File: src/rtl/npc_pkg.sv
// Operation
// - boot ROM of 512 bytes answers only in special modes with boot enable set.
// - utility sends an all-ones byte when ready; host then sends data from first location.
// - after the last byte and its echo, programming ends with a reset request.
// - with the OTP latch set, writes are captured and array reads are blocked.
// - OTP latch always readable; changes ignored while OTP voltage bit is set.
// - OTP voltage bit writable only while latch is 1; it connects array voltage.
// - multi-byte option, test mode only, ignores address bit five.
// - extra-column option, test mode only, disables user array, uses bits 11:5 and bit 0.
// - extra-row option, test mode only, disables user array, uses bits 5:0.
// - 640-byte EEPROM appears only when enabled, at the mapped 4-Kbyte boundary.
// - EEPROM program and erase act only on unprotected areas; control register always accessible.
// - with EEPROM latch clear, EEPROM reads like ROM.
// - charge pump uses system clock when select is 0, RC oscillator when 1.
// - EEPROM voltage only after latch write, valid array write, then latch plus voltage write.
// - one write setting both EEPROM latch and voltage while the latch is clear leaves both cleared.
// - low-voltage inhibit status bit is read-only and reads 0.
// - erase scope: both clear bulk, row set alone one 16-byte row, byte set one byte whatever the row bit.
// - erase-mode bit selects read or program when 0, erase when 1.
// - EEPROM voltage bit switches program or erase voltage onto the array.
// - odd-row and even-row half programming bits work only in test mode.
package npc_pkg;
    localparam logic [7:0] IDX_OTP_CTRL = 8'h2B;
    localparam logic [7:0] IDX_EE_CTRL = 8'h3B;
    localparam logic [7:0] IDX_MODE_CTRL = 8'h3C;
    localparam logic [7:0] IDX_DL_CTRL = 8'h3D;
    localparam logic [7:0] IDX_STATUS = 8'h3E;
    // otp control fields
    localparam int OTP_MBE = 7;
    localparam int OTP_LATCH = 5;
    localparam int OTP_EXTRA_COLUMN_SELECT = 4;
    localparam int OTP_EXTRA_ROW_SELECT = 3;
    localparam int OTP_VOLT = 0;
    // eeprom control fields
    localparam int EE_ODD = 7;
    localparam int EE_EVEN = 6;
    localparam int EE_LOW_VOLTAGE_INHIBIT = 5;
    localparam int EE_BYTE = 4;
    localparam int EE_ROW = 3;
    localparam int EE_ERASE = 2;
    localparam int EE_LATCH = 1;
    localparam int EE_VOLT = 0;
    // mode control fields
    localparam int MD_MAP_LO = 0;
    localparam int MD_MAP_HI = 3;
    localparam int MD_BOOT_EN = 4;
    localparam int MD_EE_EN = 5;
    localparam int MD_PUMP_SEL = 6;
    localparam int MD_WP_LO = 8;
    localparam int MD_WP_HI = 13;
    localparam int WP_CONFIG = 5;
    localparam logic [5:0] WP_RESET = 6'h3F;
    // download control fields
    localparam int DL_START = 0;
    localparam int DL_CNT_LO = 16;
    localparam int DL_CNT_HI = 31;
    // status fields
    localparam int ST_DL_BUSY = 0;
    localparam int ST_EE_VOLT = 1;
    localparam int ST_OTP_VOLT = 2;
    localparam int ST_LOADED = 3;
    localparam int ST_SPECIAL = 4;
    localparam int ST_TEST = 5;
    // memory map
    localparam logic [15:0] BOOT_ROM_BASE = 16'hBE00;
    localparam int BOOT_ROM_BITS = 9;
    localparam logic [15:0] OTP_BASE_DEF = 16'hA000;
    localparam logic [15:0] CONFIG_ADDR = 16'h003F;
    localparam logic [11:0] EE_LO = 12'hD80;
    localparam logic [11:0] EE_B1 = 12'hDA0;
    localparam logic [11:0] EE_B2 = 12'hDE0;
    localparam logic [11:0] EE_B3 = 12'hE60;
    localparam logic [11:0] EE_B4 = 12'hF80;
    localparam logic [11:0] OTP_MASK_MBE = 12'hFDF;
    localparam logic [11:0] OTP_MASK_EXTRA_COLUMN_SELECT = 12'hFE1;
    localparam logic [11:0] OTP_MASK_EXTRA_ROW_SELECT = 12'h03F;
    localparam logic [7:0] DL_READY_BYTE = 8'hFF;
    localparam int PUMP_DIV_DEF = 4;

    typedef enum logic [1:0] {SCOPE_BULK, SCOPE_ROW, SCOPE_BYTE} npc_scope_t;
    typedef enum logic [1:0] {SEQ_IDLE, SEQ_ARMED, SEQ_LOADED} npc_seq_t;
    typedef enum logic [1:0] {DL_IDLE, DL_READY, DL_WAIT, DL_RESET} npc_dl_t;

    typedef struct packed {
        logic valid;
        logic write;
        logic [15:0] addr;
        logic [7:0] wdata;
    } npc_mem_req_t;
endpackage

File: src/rtl/npc_sync.sv
`timescale 1ns/100ps
module npc_sync #(
    parameter int W = 1
) (
    input wire logic mclk,
    input wire logic reset_n,
    input wire logic [W-1:0] async_in,
    output logic [W-1:0] sync_out
);
    logic [W-1:0] stage;

    always_ff @(posedge mclk) begin
        if (!reset_n) begin
            stage <= '0;
            sync_out <= '0;
        end else begin
            stage <= async_in;
            sync_out <= stage;
        end
    end
endmodule

File: src/rtl/npc_pump_tick.sv
`timescale 1ns/100ps
module npc_pump_tick #(
    parameter int DIV = 4
) (
    input wire logic mclk,
    input wire logic reset_n,
    input wire logic sel_rc,
    input wire logic rc_sync,
    output logic pump_tick
);
    logic [15:0] count;
    logic rc_last;

    // system-clock tick from a divider, rc tick from rising edges of the oscillator
    always_ff @(posedge mclk) begin
        if (!reset_n) begin
            count <= '0;
            rc_last <= 1'b0;
            pump_tick <= 1'b0;
        end else begin
            rc_last <= rc_sync;
            if (sel_rc) begin
                count <= '0;
                pump_tick <= rc_sync & ~rc_last;
            end else if (count == 16'(DIV - 1)) begin
                count <= '0;
                pump_tick <= 1'b1;
            end else begin
                count <= count + 16'h0001;
                pump_tick <= 1'b0;
            end
        end
    end
endmodule

File: src/rtl/npc_top.sv
`timescale 1ns/100ps
module npc_top
    import npc_pkg::*;
#(
    parameter logic [15:0] OTP_BASE = OTP_BASE_DEF,
    parameter int PUMP_DIV = PUMP_DIV_DEF
) (
    input wire logic mclk,
    input wire logic reset_n,
    input wire logic psel,
    input wire logic penable,
    input wire logic pwrite,
    input wire logic [11:0] paddr,
    input wire logic [31:0] pwdata,
    output logic [31:0] prdata,
    output logic pready,
    output logic pslverr,
    input wire logic special_mode_pin,
    input wire logic test_mode_pin,
    input wire logic rc_osc_pin,
    input wire npc_mem_req_t mem_req,
    input wire logic host_rx_valid,
    input wire logic [7:0] host_rx_data,
    output logic host_tx_valid,
    output logic [7:0] host_tx_data,
    output logic reset_request,
    output logic boot_rom_select,
    output logic otp_read_enable,
    output logic [11:0] otp_prog_addr,
    output logic [7:0] otp_prog_data,
    output logic otp_voltage_enable,
    output logic otp_user_array_disable,
    output logic eeprom_select,
    output logic eeprom_read_enable,
    output logic [15:0] ee_prog_addr,
    output logic [7:0] ee_prog_data,
    output logic ee_voltage_enable,
    output logic ee_erase_mode,
    output npc_scope_t ee_erase_scope,
    output logic ee_half_odd,
    output logic ee_half_even,
    output logic pump_clock_select,
    output logic pump_tick
);
    logic [2:0] sync_bus;
    logic special_mode;
    logic test_mode;
    logic rc_osc;
    logic otp_mbe, otp_latch, otp_extra_column_select, otp_extra_row_select, otp_volt;
    logic ee_odd, ee_even, ee_byte, ee_row, ee_erase, ee_latch, ee_volt;
    logic [3:0] ee_map;
    logic boot_rom_enable, eeprom_enable, pump_sel;
    logic [5:0] wprot;
    logic ee_to_config;
    npc_seq_t seq_state;
    npc_dl_t dl_state;
    logic [15:0] dl_count;
    logic [31:0] rd_val;
    logic apb_wr, wr_otp, wr_ee, wr_mode, wr_dl;
    logic mem_wr, ee_hit, cfg_hit, otp_hit, boot_hit, boot_active, ee_target_prot;
    npc_scope_t next_scope;

    function automatic logic reg_hit(input logic [11:0] a, input logic [7:0] idx);
        return a == {2'b00, idx, 2'b00};
    endfunction

    function automatic logic [2:0] ee_block(input logic [11:0] a);
        if (a < EE_B1) return 3'h0;
        else if (a < EE_B2) return 3'h1;
        else if (a < EE_B3) return 3'h2;
        else if (a < EE_B4) return 3'h3;
        else return 3'h4;
    endfunction

    function automatic logic [11:0] otp_map(input logic [11:0] a, input logic multi_byte_program,
                                            input logic extra_column_select, input logic extra_row_select);
        logic [11:0] m;
        m = a;
        if (multi_byte_program) m = m & OTP_MASK_MBE;
        if (extra_column_select) m = m & OTP_MASK_EXTRA_COLUMN_SELECT;
        if (extra_row_select) m = m & OTP_MASK_EXTRA_ROW_SELECT;
        return m;
    endfunction

    npc_sync #(.W(3)) u_sync (
        .mclk(mclk),
        .reset_n(reset_n),
        .async_in({special_mode_pin, test_mode_pin, rc_osc_pin}),
        .sync_out(sync_bus)
    );
    assign special_mode = sync_bus[2];
    assign test_mode = sync_bus[1];
    assign rc_osc = sync_bus[0];

    npc_pump_tick #(.DIV(PUMP_DIV)) u_pump (
        .mclk(mclk),
        .reset_n(reset_n),
        .sel_rc(pump_sel),
        .rc_sync(rc_osc),
        .pump_tick(pump_tick)
    );

    // apb: one wait state, write takes effect on the edge that samples pready
    assign apb_wr = psel & penable & pready & pwrite;
    assign wr_otp = apb_wr & reg_hit(paddr, IDX_OTP_CTRL);
    assign wr_ee = apb_wr & reg_hit(paddr, IDX_EE_CTRL);
    assign wr_mode = apb_wr & reg_hit(paddr, IDX_MODE_CTRL);
    assign wr_dl = apb_wr & reg_hit(paddr, IDX_DL_CTRL);

    assign mem_wr = mem_req.valid & mem_req.write;
    assign ee_hit = eeprom_enable && mem_req.addr[15:12] == ee_map && mem_req.addr[11:0] >= EE_LO;
    assign cfg_hit = mem_req.addr == CONFIG_ADDR;
    assign otp_hit = mem_req.addr >= OTP_BASE;
    assign boot_hit = mem_req.addr[15:BOOT_ROM_BITS] == BOOT_ROM_BASE[15:BOOT_ROM_BITS];
    assign boot_active = special_mode & boot_rom_enable;
    assign ee_target_prot = ee_to_config ? wprot[WP_CONFIG] : wprot[ee_block(ee_prog_addr[11:0])];

    always_comb begin
        rd_val = '0;
        case (paddr[9:2])
            IDX_OTP_CTRL: begin
                rd_val[OTP_MBE] = otp_mbe;
                rd_val[OTP_LATCH] = otp_latch;
                rd_val[OTP_EXTRA_COLUMN_SELECT] = otp_extra_column_select;
                rd_val[OTP_EXTRA_ROW_SELECT] = otp_extra_row_select;
                rd_val[OTP_VOLT] = otp_volt;
            end
            IDX_EE_CTRL: begin
                rd_val[EE_ODD] = ee_odd;
                rd_val[EE_EVEN] = ee_even;
                rd_val[EE_LOW_VOLTAGE_INHIBIT] = 1'b0;
                rd_val[EE_BYTE] = ee_byte;
                rd_val[EE_ROW] = ee_row;
                rd_val[EE_ERASE] = ee_erase;
                rd_val[EE_LATCH] = ee_latch;
                rd_val[EE_VOLT] = ee_volt;
            end
            IDX_MODE_CTRL: begin
                rd_val[MD_MAP_HI:MD_MAP_LO] = ee_map;
                rd_val[MD_BOOT_EN] = boot_rom_enable;
                rd_val[MD_EE_EN] = eeprom_enable;
                rd_val[MD_PUMP_SEL] = pump_sel;
                rd_val[MD_WP_HI:MD_WP_LO] = wprot;
            end
            IDX_DL_CTRL: rd_val[DL_CNT_HI:DL_CNT_LO] = dl_count;
            IDX_STATUS: begin
                rd_val[ST_DL_BUSY] = dl_state != DL_IDLE;
                rd_val[ST_EE_VOLT] = ee_voltage_enable;
                rd_val[ST_OTP_VOLT] = otp_voltage_enable;
                rd_val[ST_LOADED] = seq_state == SEQ_LOADED;
                rd_val[ST_SPECIAL] = special_mode;
                rd_val[ST_TEST] = test_mode;
            end
            default: rd_val = '0;
        endcase
        if (paddr[11:10] != 2'b00 || paddr[1:0] != 2'b00) rd_val = '0;
    end

    always_ff @(posedge mclk) begin
        if (!reset_n) begin
            pready <= 1'b0;
            prdata <= '0;
            pslverr <= 1'b0;
        end else begin
            pready <= psel & penable & ~pready;
            pslverr <= 1'b0;
            if (psel & penable & ~pready) begin
                prdata <= rd_val;
                pslverr <= ~(reg_hit(paddr, IDX_OTP_CTRL) | reg_hit(paddr, IDX_EE_CTRL) |
                             reg_hit(paddr, IDX_MODE_CTRL) | reg_hit(paddr, IDX_DL_CTRL) |
                             reg_hit(paddr, IDX_STATUS));
            end
        end
    end

    always_ff @(posedge mclk) begin
        if (!reset_n) begin
            ee_map <= '0;
            boot_rom_enable <= 1'b0;
            eeprom_enable <= 1'b0;
            pump_sel <= 1'b0;
            wprot <= WP_RESET;
        end else if (wr_mode) begin
            ee_map <= pwdata[MD_MAP_HI:MD_MAP_LO];
            boot_rom_enable <= pwdata[MD_BOOT_EN];
            eeprom_enable <= pwdata[MD_EE_EN];
            pump_sel <= pwdata[MD_PUMP_SEL];
            wprot <= pwdata[MD_WP_HI:MD_WP_LO];
        end
    end

    // otp latch and voltage interlock
    always_ff @(posedge mclk) begin
        if (!reset_n) begin
            otp_latch <= 1'b0;
            otp_volt <= 1'b0;
        end else if (wr_otp) begin
            if (!otp_volt) otp_latch <= pwdata[OTP_LATCH];
            if (otp_latch) otp_volt <= pwdata[OTP_VOLT];
        end
    end

    // factory bits drop back to reset value outside test mode
    always_ff @(posedge mclk) begin
        if (!reset_n || !test_mode) begin
            otp_mbe <= 1'b0;
            otp_extra_column_select <= 1'b0;
            otp_extra_row_select <= 1'b0;
        end else if (wr_otp) begin
            otp_mbe <= pwdata[OTP_MBE];
            otp_extra_column_select <= pwdata[OTP_EXTRA_COLUMN_SELECT];
            otp_extra_row_select <= pwdata[OTP_EXTRA_ROW_SELECT];
        end
    end

    // capture array writes while latched; voltage on freezes the captured word
    always_ff @(posedge mclk) begin
        if (!reset_n) begin
            otp_prog_addr <= '0;
            otp_prog_data <= '0;
        end else if (mem_wr && otp_hit && otp_latch && !otp_volt) begin
            otp_prog_addr <= otp_map(mem_req.addr[11:0], otp_mbe, otp_extra_column_select, otp_extra_row_select);
            otp_prog_data <= mem_req.wdata;
        end
    end

    always_ff @(posedge mclk) begin
        if (!reset_n || !test_mode) begin
            ee_odd <= 1'b0;
            ee_even <= 1'b0;
        end else if (wr_ee) begin
            ee_odd <= pwdata[EE_ODD];
            ee_even <= pwdata[EE_EVEN];
        end
    end

    // control register stays writable; the voltage bit only follows the sequence
    always_ff @(posedge mclk) begin
        if (!reset_n) begin
            ee_byte <= 1'b0;
            ee_row <= 1'b0;
            ee_erase <= 1'b0;
            ee_latch <= 1'b0;
            ee_volt <= 1'b0;
        end else if (wr_ee) begin
            ee_byte <= pwdata[EE_BYTE];
            ee_row <= pwdata[EE_ROW];
            ee_erase <= pwdata[EE_ERASE];
            if (pwdata[EE_LATCH] && pwdata[EE_VOLT]) begin
                if (!ee_latch) begin
                    ee_latch <= 1'b0;
                    ee_volt <= 1'b0;
                end else begin
                    ee_volt <= seq_state == SEQ_LOADED && !ee_target_prot;
                end
            end else begin
                ee_latch <= pwdata[EE_LATCH];
                ee_volt <= 1'b0;
            end
        end
    end

    always_ff @(posedge mclk) begin
        if (!reset_n) begin
            seq_state <= SEQ_IDLE;
        end else if (wr_ee) begin
            if (!pwdata[EE_LATCH]) seq_state <= SEQ_IDLE;
            else if (!pwdata[EE_VOLT]) seq_state <= SEQ_ARMED;
            else if (!ee_latch) seq_state <= SEQ_IDLE;
        end else begin
            unique case (seq_state)
                SEQ_IDLE: seq_state <= SEQ_IDLE;
                SEQ_ARMED: if (mem_wr && (ee_hit || cfg_hit)) seq_state <= SEQ_LOADED;
                SEQ_LOADED: seq_state <= SEQ_LOADED;
            endcase
        end
    end

    always_ff @(posedge mclk) begin
        if (!reset_n) begin
            ee_prog_addr <= '0;
            ee_prog_data <= '0;
            ee_to_config <= 1'b0;
        end else if (mem_wr && (ee_hit || cfg_hit) && ee_latch && !ee_volt) begin
            ee_prog_addr <= mem_req.addr;
            ee_prog_data <= mem_req.wdata;
            ee_to_config <= cfg_hit;
        end
    end

    always_comb begin
        if (ee_byte) next_scope = SCOPE_BYTE;
        else if (ee_row) next_scope = SCOPE_ROW;
        else next_scope = SCOPE_BULK;
    end

    always_ff @(posedge mclk) begin
        if (!reset_n) begin
            boot_rom_select <= 1'b0;
            otp_read_enable <= 1'b1;
            otp_voltage_enable <= 1'b0;
            otp_user_array_disable <= 1'b0;
            eeprom_select <= 1'b0;
            eeprom_read_enable <= 1'b1;
            ee_voltage_enable <= 1'b0;
            ee_erase_mode <= 1'b0;
            ee_erase_scope <= SCOPE_BULK;
            ee_half_odd <= 1'b0;
            ee_half_even <= 1'b0;
            pump_clock_select <= 1'b0;
        end else begin
            boot_rom_select <= mem_req.valid & ~mem_req.write & boot_hit & boot_active;
            otp_read_enable <= ~otp_latch;
            otp_voltage_enable <= otp_volt;
            otp_user_array_disable <= otp_extra_column_select | otp_extra_row_select;
            eeprom_select <= mem_req.valid & ee_hit;
            eeprom_read_enable <= ~ee_latch;
            ee_voltage_enable <= ee_volt & ee_latch;
            ee_erase_mode <= ee_erase;
            ee_erase_scope <= next_scope;
            ee_half_odd <= ee_odd;
            ee_half_even <= ee_even;
            pump_clock_select <= pump_sel;
        end
    end

    // download responder for the resident programming utility
    always_ff @(posedge mclk) begin
        if (!reset_n) begin
            dl_state <= DL_IDLE;
            dl_count <= '0;
            host_tx_valid <= 1'b0;
            host_tx_data <= '0;
            reset_request <= 1'b0;
        end else begin
            host_tx_valid <= 1'b0;
            reset_request <= 1'b0;
            unique case (dl_state)
                DL_IDLE: if (wr_dl && pwdata[DL_START] && boot_active) begin
                    dl_count <= pwdata[DL_CNT_HI:DL_CNT_LO];
                    dl_state <= DL_READY;
                end
                DL_READY: begin
                    host_tx_valid <= 1'b1;
                    host_tx_data <= DL_READY_BYTE;
                    dl_state <= DL_WAIT;
                end
                DL_WAIT: if (host_rx_valid) begin
                    host_tx_valid <= 1'b1;
                    host_tx_data <= host_rx_data;
                    dl_count <= dl_count - 16'h0001;
                    if (dl_count <= 16'h0001) dl_state <= DL_RESET;
                end
                DL_RESET: begin
                    reset_request <= 1'b1;
                    dl_count <= '0;
                    dl_state <= DL_IDLE;
                end
            endcase
        end
    end
endmodule

File: config.mk
export PLATFORM = sky130hd
export DESIGN_NAME = npc_top
export DESIGN_NICKNAME = d
export VERILOG_FILES = /design/src/rtl/npc_pkg.sv /design/src/rtl/npc_sync.sv /design/src/rtl/npc_pump_tick.sv /design/src/rtl/npc_top.sv
export SDC_FILE = /design/constraint.sdc
export NUM_CORES = 1
export LEC_CHECK = 0
export BUFFER_PORTS_ARGS = -buffer_cell sky130_fd_sc_hd__buf_2
export CORE_ASPECT_RATIO = 0.75
export CORE_MARGIN = 2
export CORE_UTILIZATION = 29
export CTS_BUF_LIST = sky130_fd_sc_hd__clkbuf_4 sky130_fd_sc_hd__clkbuf_8 sky130_fd_sc_hd__clkbuf_16
export DETAILED_ROUTE_END_ITERATION = 10
export GPL_TIMING_DRIVEN = 0
export SYNTH_ARGS = -nofsm -noshare
export SYNTH_HDL_FRONTEND = slang
export SYNTH_SLANG_ARGS = --single-unit
File: constraint.sdc
create_clock -name mclk -period 1.9 [get_ports mclk]
set_input_delay 0.285 -clock mclk [delete_from_list [all_inputs] [get_ports mclk]]
set_output_delay 0.285 -clock mclk [all_outputs]
set_load 0.01 [all_outputs]
==> metrics.txt <==
status=finished clean; Min-Delay Path Class=primary input to register; synthesized area=0.00725 mm2; Setup Skew=14.9 ps; CP required=2200 ps; post-synthesis sequential area ratio=46.7%; first-pass GRT wire length=37.3 mm; most common cell after layout, fill and taps aside=buf_2; hold wc startpoint=pwdata[11]; Critical path buffers and inverters=0; Overflow after GRT=0; Worst VDD drop=0.632 mV; Hold Path Depth=3; FF-to-FF path depth=5; register bit total from synthesis=169; slew at the pin with the worst max-slew slack=777 ps; Ys Warns=0; Endpoint, Worst Hold=wprot[3]; crit path kind=register to register; initial antenna violation count=1; clk buf depth=2; Sequential Area=0.00340 mm2; fmax=0.528 GHz; row count=50; worst r2r src=dl_count[4]; hold_buf cts=0; DRT Pass-1 Iters=5; RSZ-0062 raised after global routing=yes; DP Area=0.00860 mm2; total track usage=18.4%; CTS tree=done; Yosys cell types=73; CTS Buf Count=17; share of cells above drive strength 1=30.2%; Chip Width=187 um; total routed wirelength=24.7 mm; vias in the first global route=6,477; nets=1,115; CORE AREA=0.0248 mm2; leading area contributor after synthesis=dfxtp_1; CTS root buffer=clkbuf_16; Avg Cell Area, Syn=9.09 um2; clk slew on worst S/H paths=80 ps; Worst-Skew Late Latency=440 ps; crit path launch type=register; worst reg2reg setup slack=5 ps; drt initial violations=480; DR DRC count=0; Tot Pwr=0.00770 W; number of H-tree levels=4; setup_tns=0 ps; Max transition margin=48.2%; Async SR Flop Fraction=0%; RePlAce Congestion=0.848; max incr delay on CP=460 ps; Lkg Pwr=4.07 nW; Post-Place Cells=1,318; Worst Setup End Kind=register; DP Wirelength=18.3 mm; Top Family by Delay on Critical Path=simple AND/OR/NAND/NOR gates; Tmin final=1890 ps; Ports=189; Finished Layout Cells=1,371; area of the multi-input gates=0.00378 mm2; worst reg2reg path endpoint=dl_count[9]; Hold Vio Cnt, Final=0; top cells by area, synth=dfxtp_1 (47%), nand2_1 (6.8%), mux2i_1 (5.9%); Die Ht=141 um; Syn Inst Count=797; starting density of the core=29.2%; CP max FO=4; via count=6,890; antenna viol nets, final=0; top-area cell type share of the netlist area=46.7%; Final Util=39.0%; most frequent cells in the layout=buf_2 (186), dfxtp_1 (164), nand2_1 (131), nor2_1 (76), mux2i_1 (43); Via density=5.03; EDFF count, synth=0; Layout fillers=2,558; number of sinks on the clock net=169; Final Cell Area=0.00965 mm2; Avg WL per Cell=18.0 um; area grow syn2layout=33.2%; largest net degree at the start of global routing=17; Max Cap Viol=0; Power Dens Cells=798 mW/mm2; critical-path cell list=or3_4 -> or4_4 -> o31a_1 -> o311ai_2 -> o31ai_1; ys flop type=dfxtp_1; DIE AREA=0.0263 mm2; Final Max Slew Viols=0; # port buffers=182; Critical Path Slowest Stage Cell=or4_4; CP Data Arrival Time=2200 ps; fin crit share=99.7%; final setup fails=0
-- worst register-to-register path, delay by kind of cell, from the launching register on --
kind | cells | cell delay (ps)
flops | 1 | 340
simple gates | 2 | 840
compound gates | 3 | 600
-- worst max path at each step --
stage | start | to | slack, ps | cells past startpoint
detailed placement | paddr[8] | wprot[0] | -510 | 9
CTS | dl_count[4] | dl_count[9] | -90 | 5
finish | dl_count[4] | dl_count[9] | 5 | 5
floorplan | dl_count[2] | dl_count[9] | -40 | 6
global placement | paddr[8] | wprot[1] | -510 | 9
global route | dl_count[3] | dl_count[9] | -50 | 5
-- cells in the mapped netlist, types with 7 or more instances --
cell type,instances
clkbuf_1,37
nand3_1,20
and2_1,16
o21ai_0,8
mux2i_1,43
nand4_1,12
xor2_1,14
ha_1,9
inv_1,13
nand3b_1,16
dfxtp_1,169
nand2_1,131
nor3_1,9
nor2_1,78
nor4_1,10
a21oi_1,39
o221a_2,8
xnor2_1,7
a22oi_1,27
-- sequential cells by signal, indices dropped and copies added, names as in the netlist, 2 cells and up --
signal           flops
seq_state            2
prdata              30
u_sync.stage         3
dl_count            16
dl_state             2
ee_prog_data         8
u_sync.sync_out      3
otp_prog_addr       12
otp_prog_data        8
ee_erase_scope       2
ee_map               4
host_tx_data         8
u_pump.count        16
wprot                6
ee_prog_addr        16
-- stage by stage --
step                      hold slack (ps)  worst slack (ps)
after floorplan                       403             -38.3
after global placement                420              -507
after detailed placement              422              -512
after CTS                            49.9             -89.5
after global routing                 61.8             -47.7
final                                68.5              5.39
-- layer usage --
layer	part of all wire (%)	up-vias	track usage [%]	wire length (um)
li1	-	3322	-	-
met1	48	3263	26.4	11900
met2	42	273	26.8	10500
met3	7.3	32	4.53	1800
met4	2.3	0	5.97	577
met5	0	-	0	0
-- where the power goes --
part / leakage [nW] / internal (W) / switching (W) / total (W)
Sequential: 1.37 / 0.00355 / 0.0000130 / 0.00357
Combinational: 2.39 / 0.000135 / 0.000246 / 0.000381
Clock: 0.309 / 0.00218 / 0.00157 / 0.00375
Total: 4.07 / 0.00587 / 0.00183 / 0.00770
-- layout make-up --
type	instances	area share, %
sequential	169	35.2
clock inverter	13	1.88
inverter	13	0.505
clock buffer	19	4.69
multi-input combinational	565	39.2
buffer	48	2.73
antenna	1	0.0259
tap	338	4.38
timing repair buffer	205	11.4
-- cells by family (layout without fill, tap and decap cells) --
logic type / Yosys count / after routing / share of synthesized area, %
simple gates: 337 / 337 / 23.1
other cells: 1 / 3 / 0.0518
buf+inv: 65 / 298 / 3.95
flops: 169 / 169 / 46.7
mux: 43 / 43 / 5.94
xor+xnor: 21 / 21 / 2.54
fa+ha+maj: 9 / 9 / 1.55
compound gates: 152 / 153 / 16.1
-- repair_timing --
item | in CTS | in global routing
setup buffers | 12 | 11
hold endpoints to repair | 0 | 0
pin swaps | 10 | 11
cloned | 0 | 1
endpoints found under the setup margin | 92 | 71
gates resized for setup | 30 | 34
Note: power is estimated with default switching activity, not from simulation.
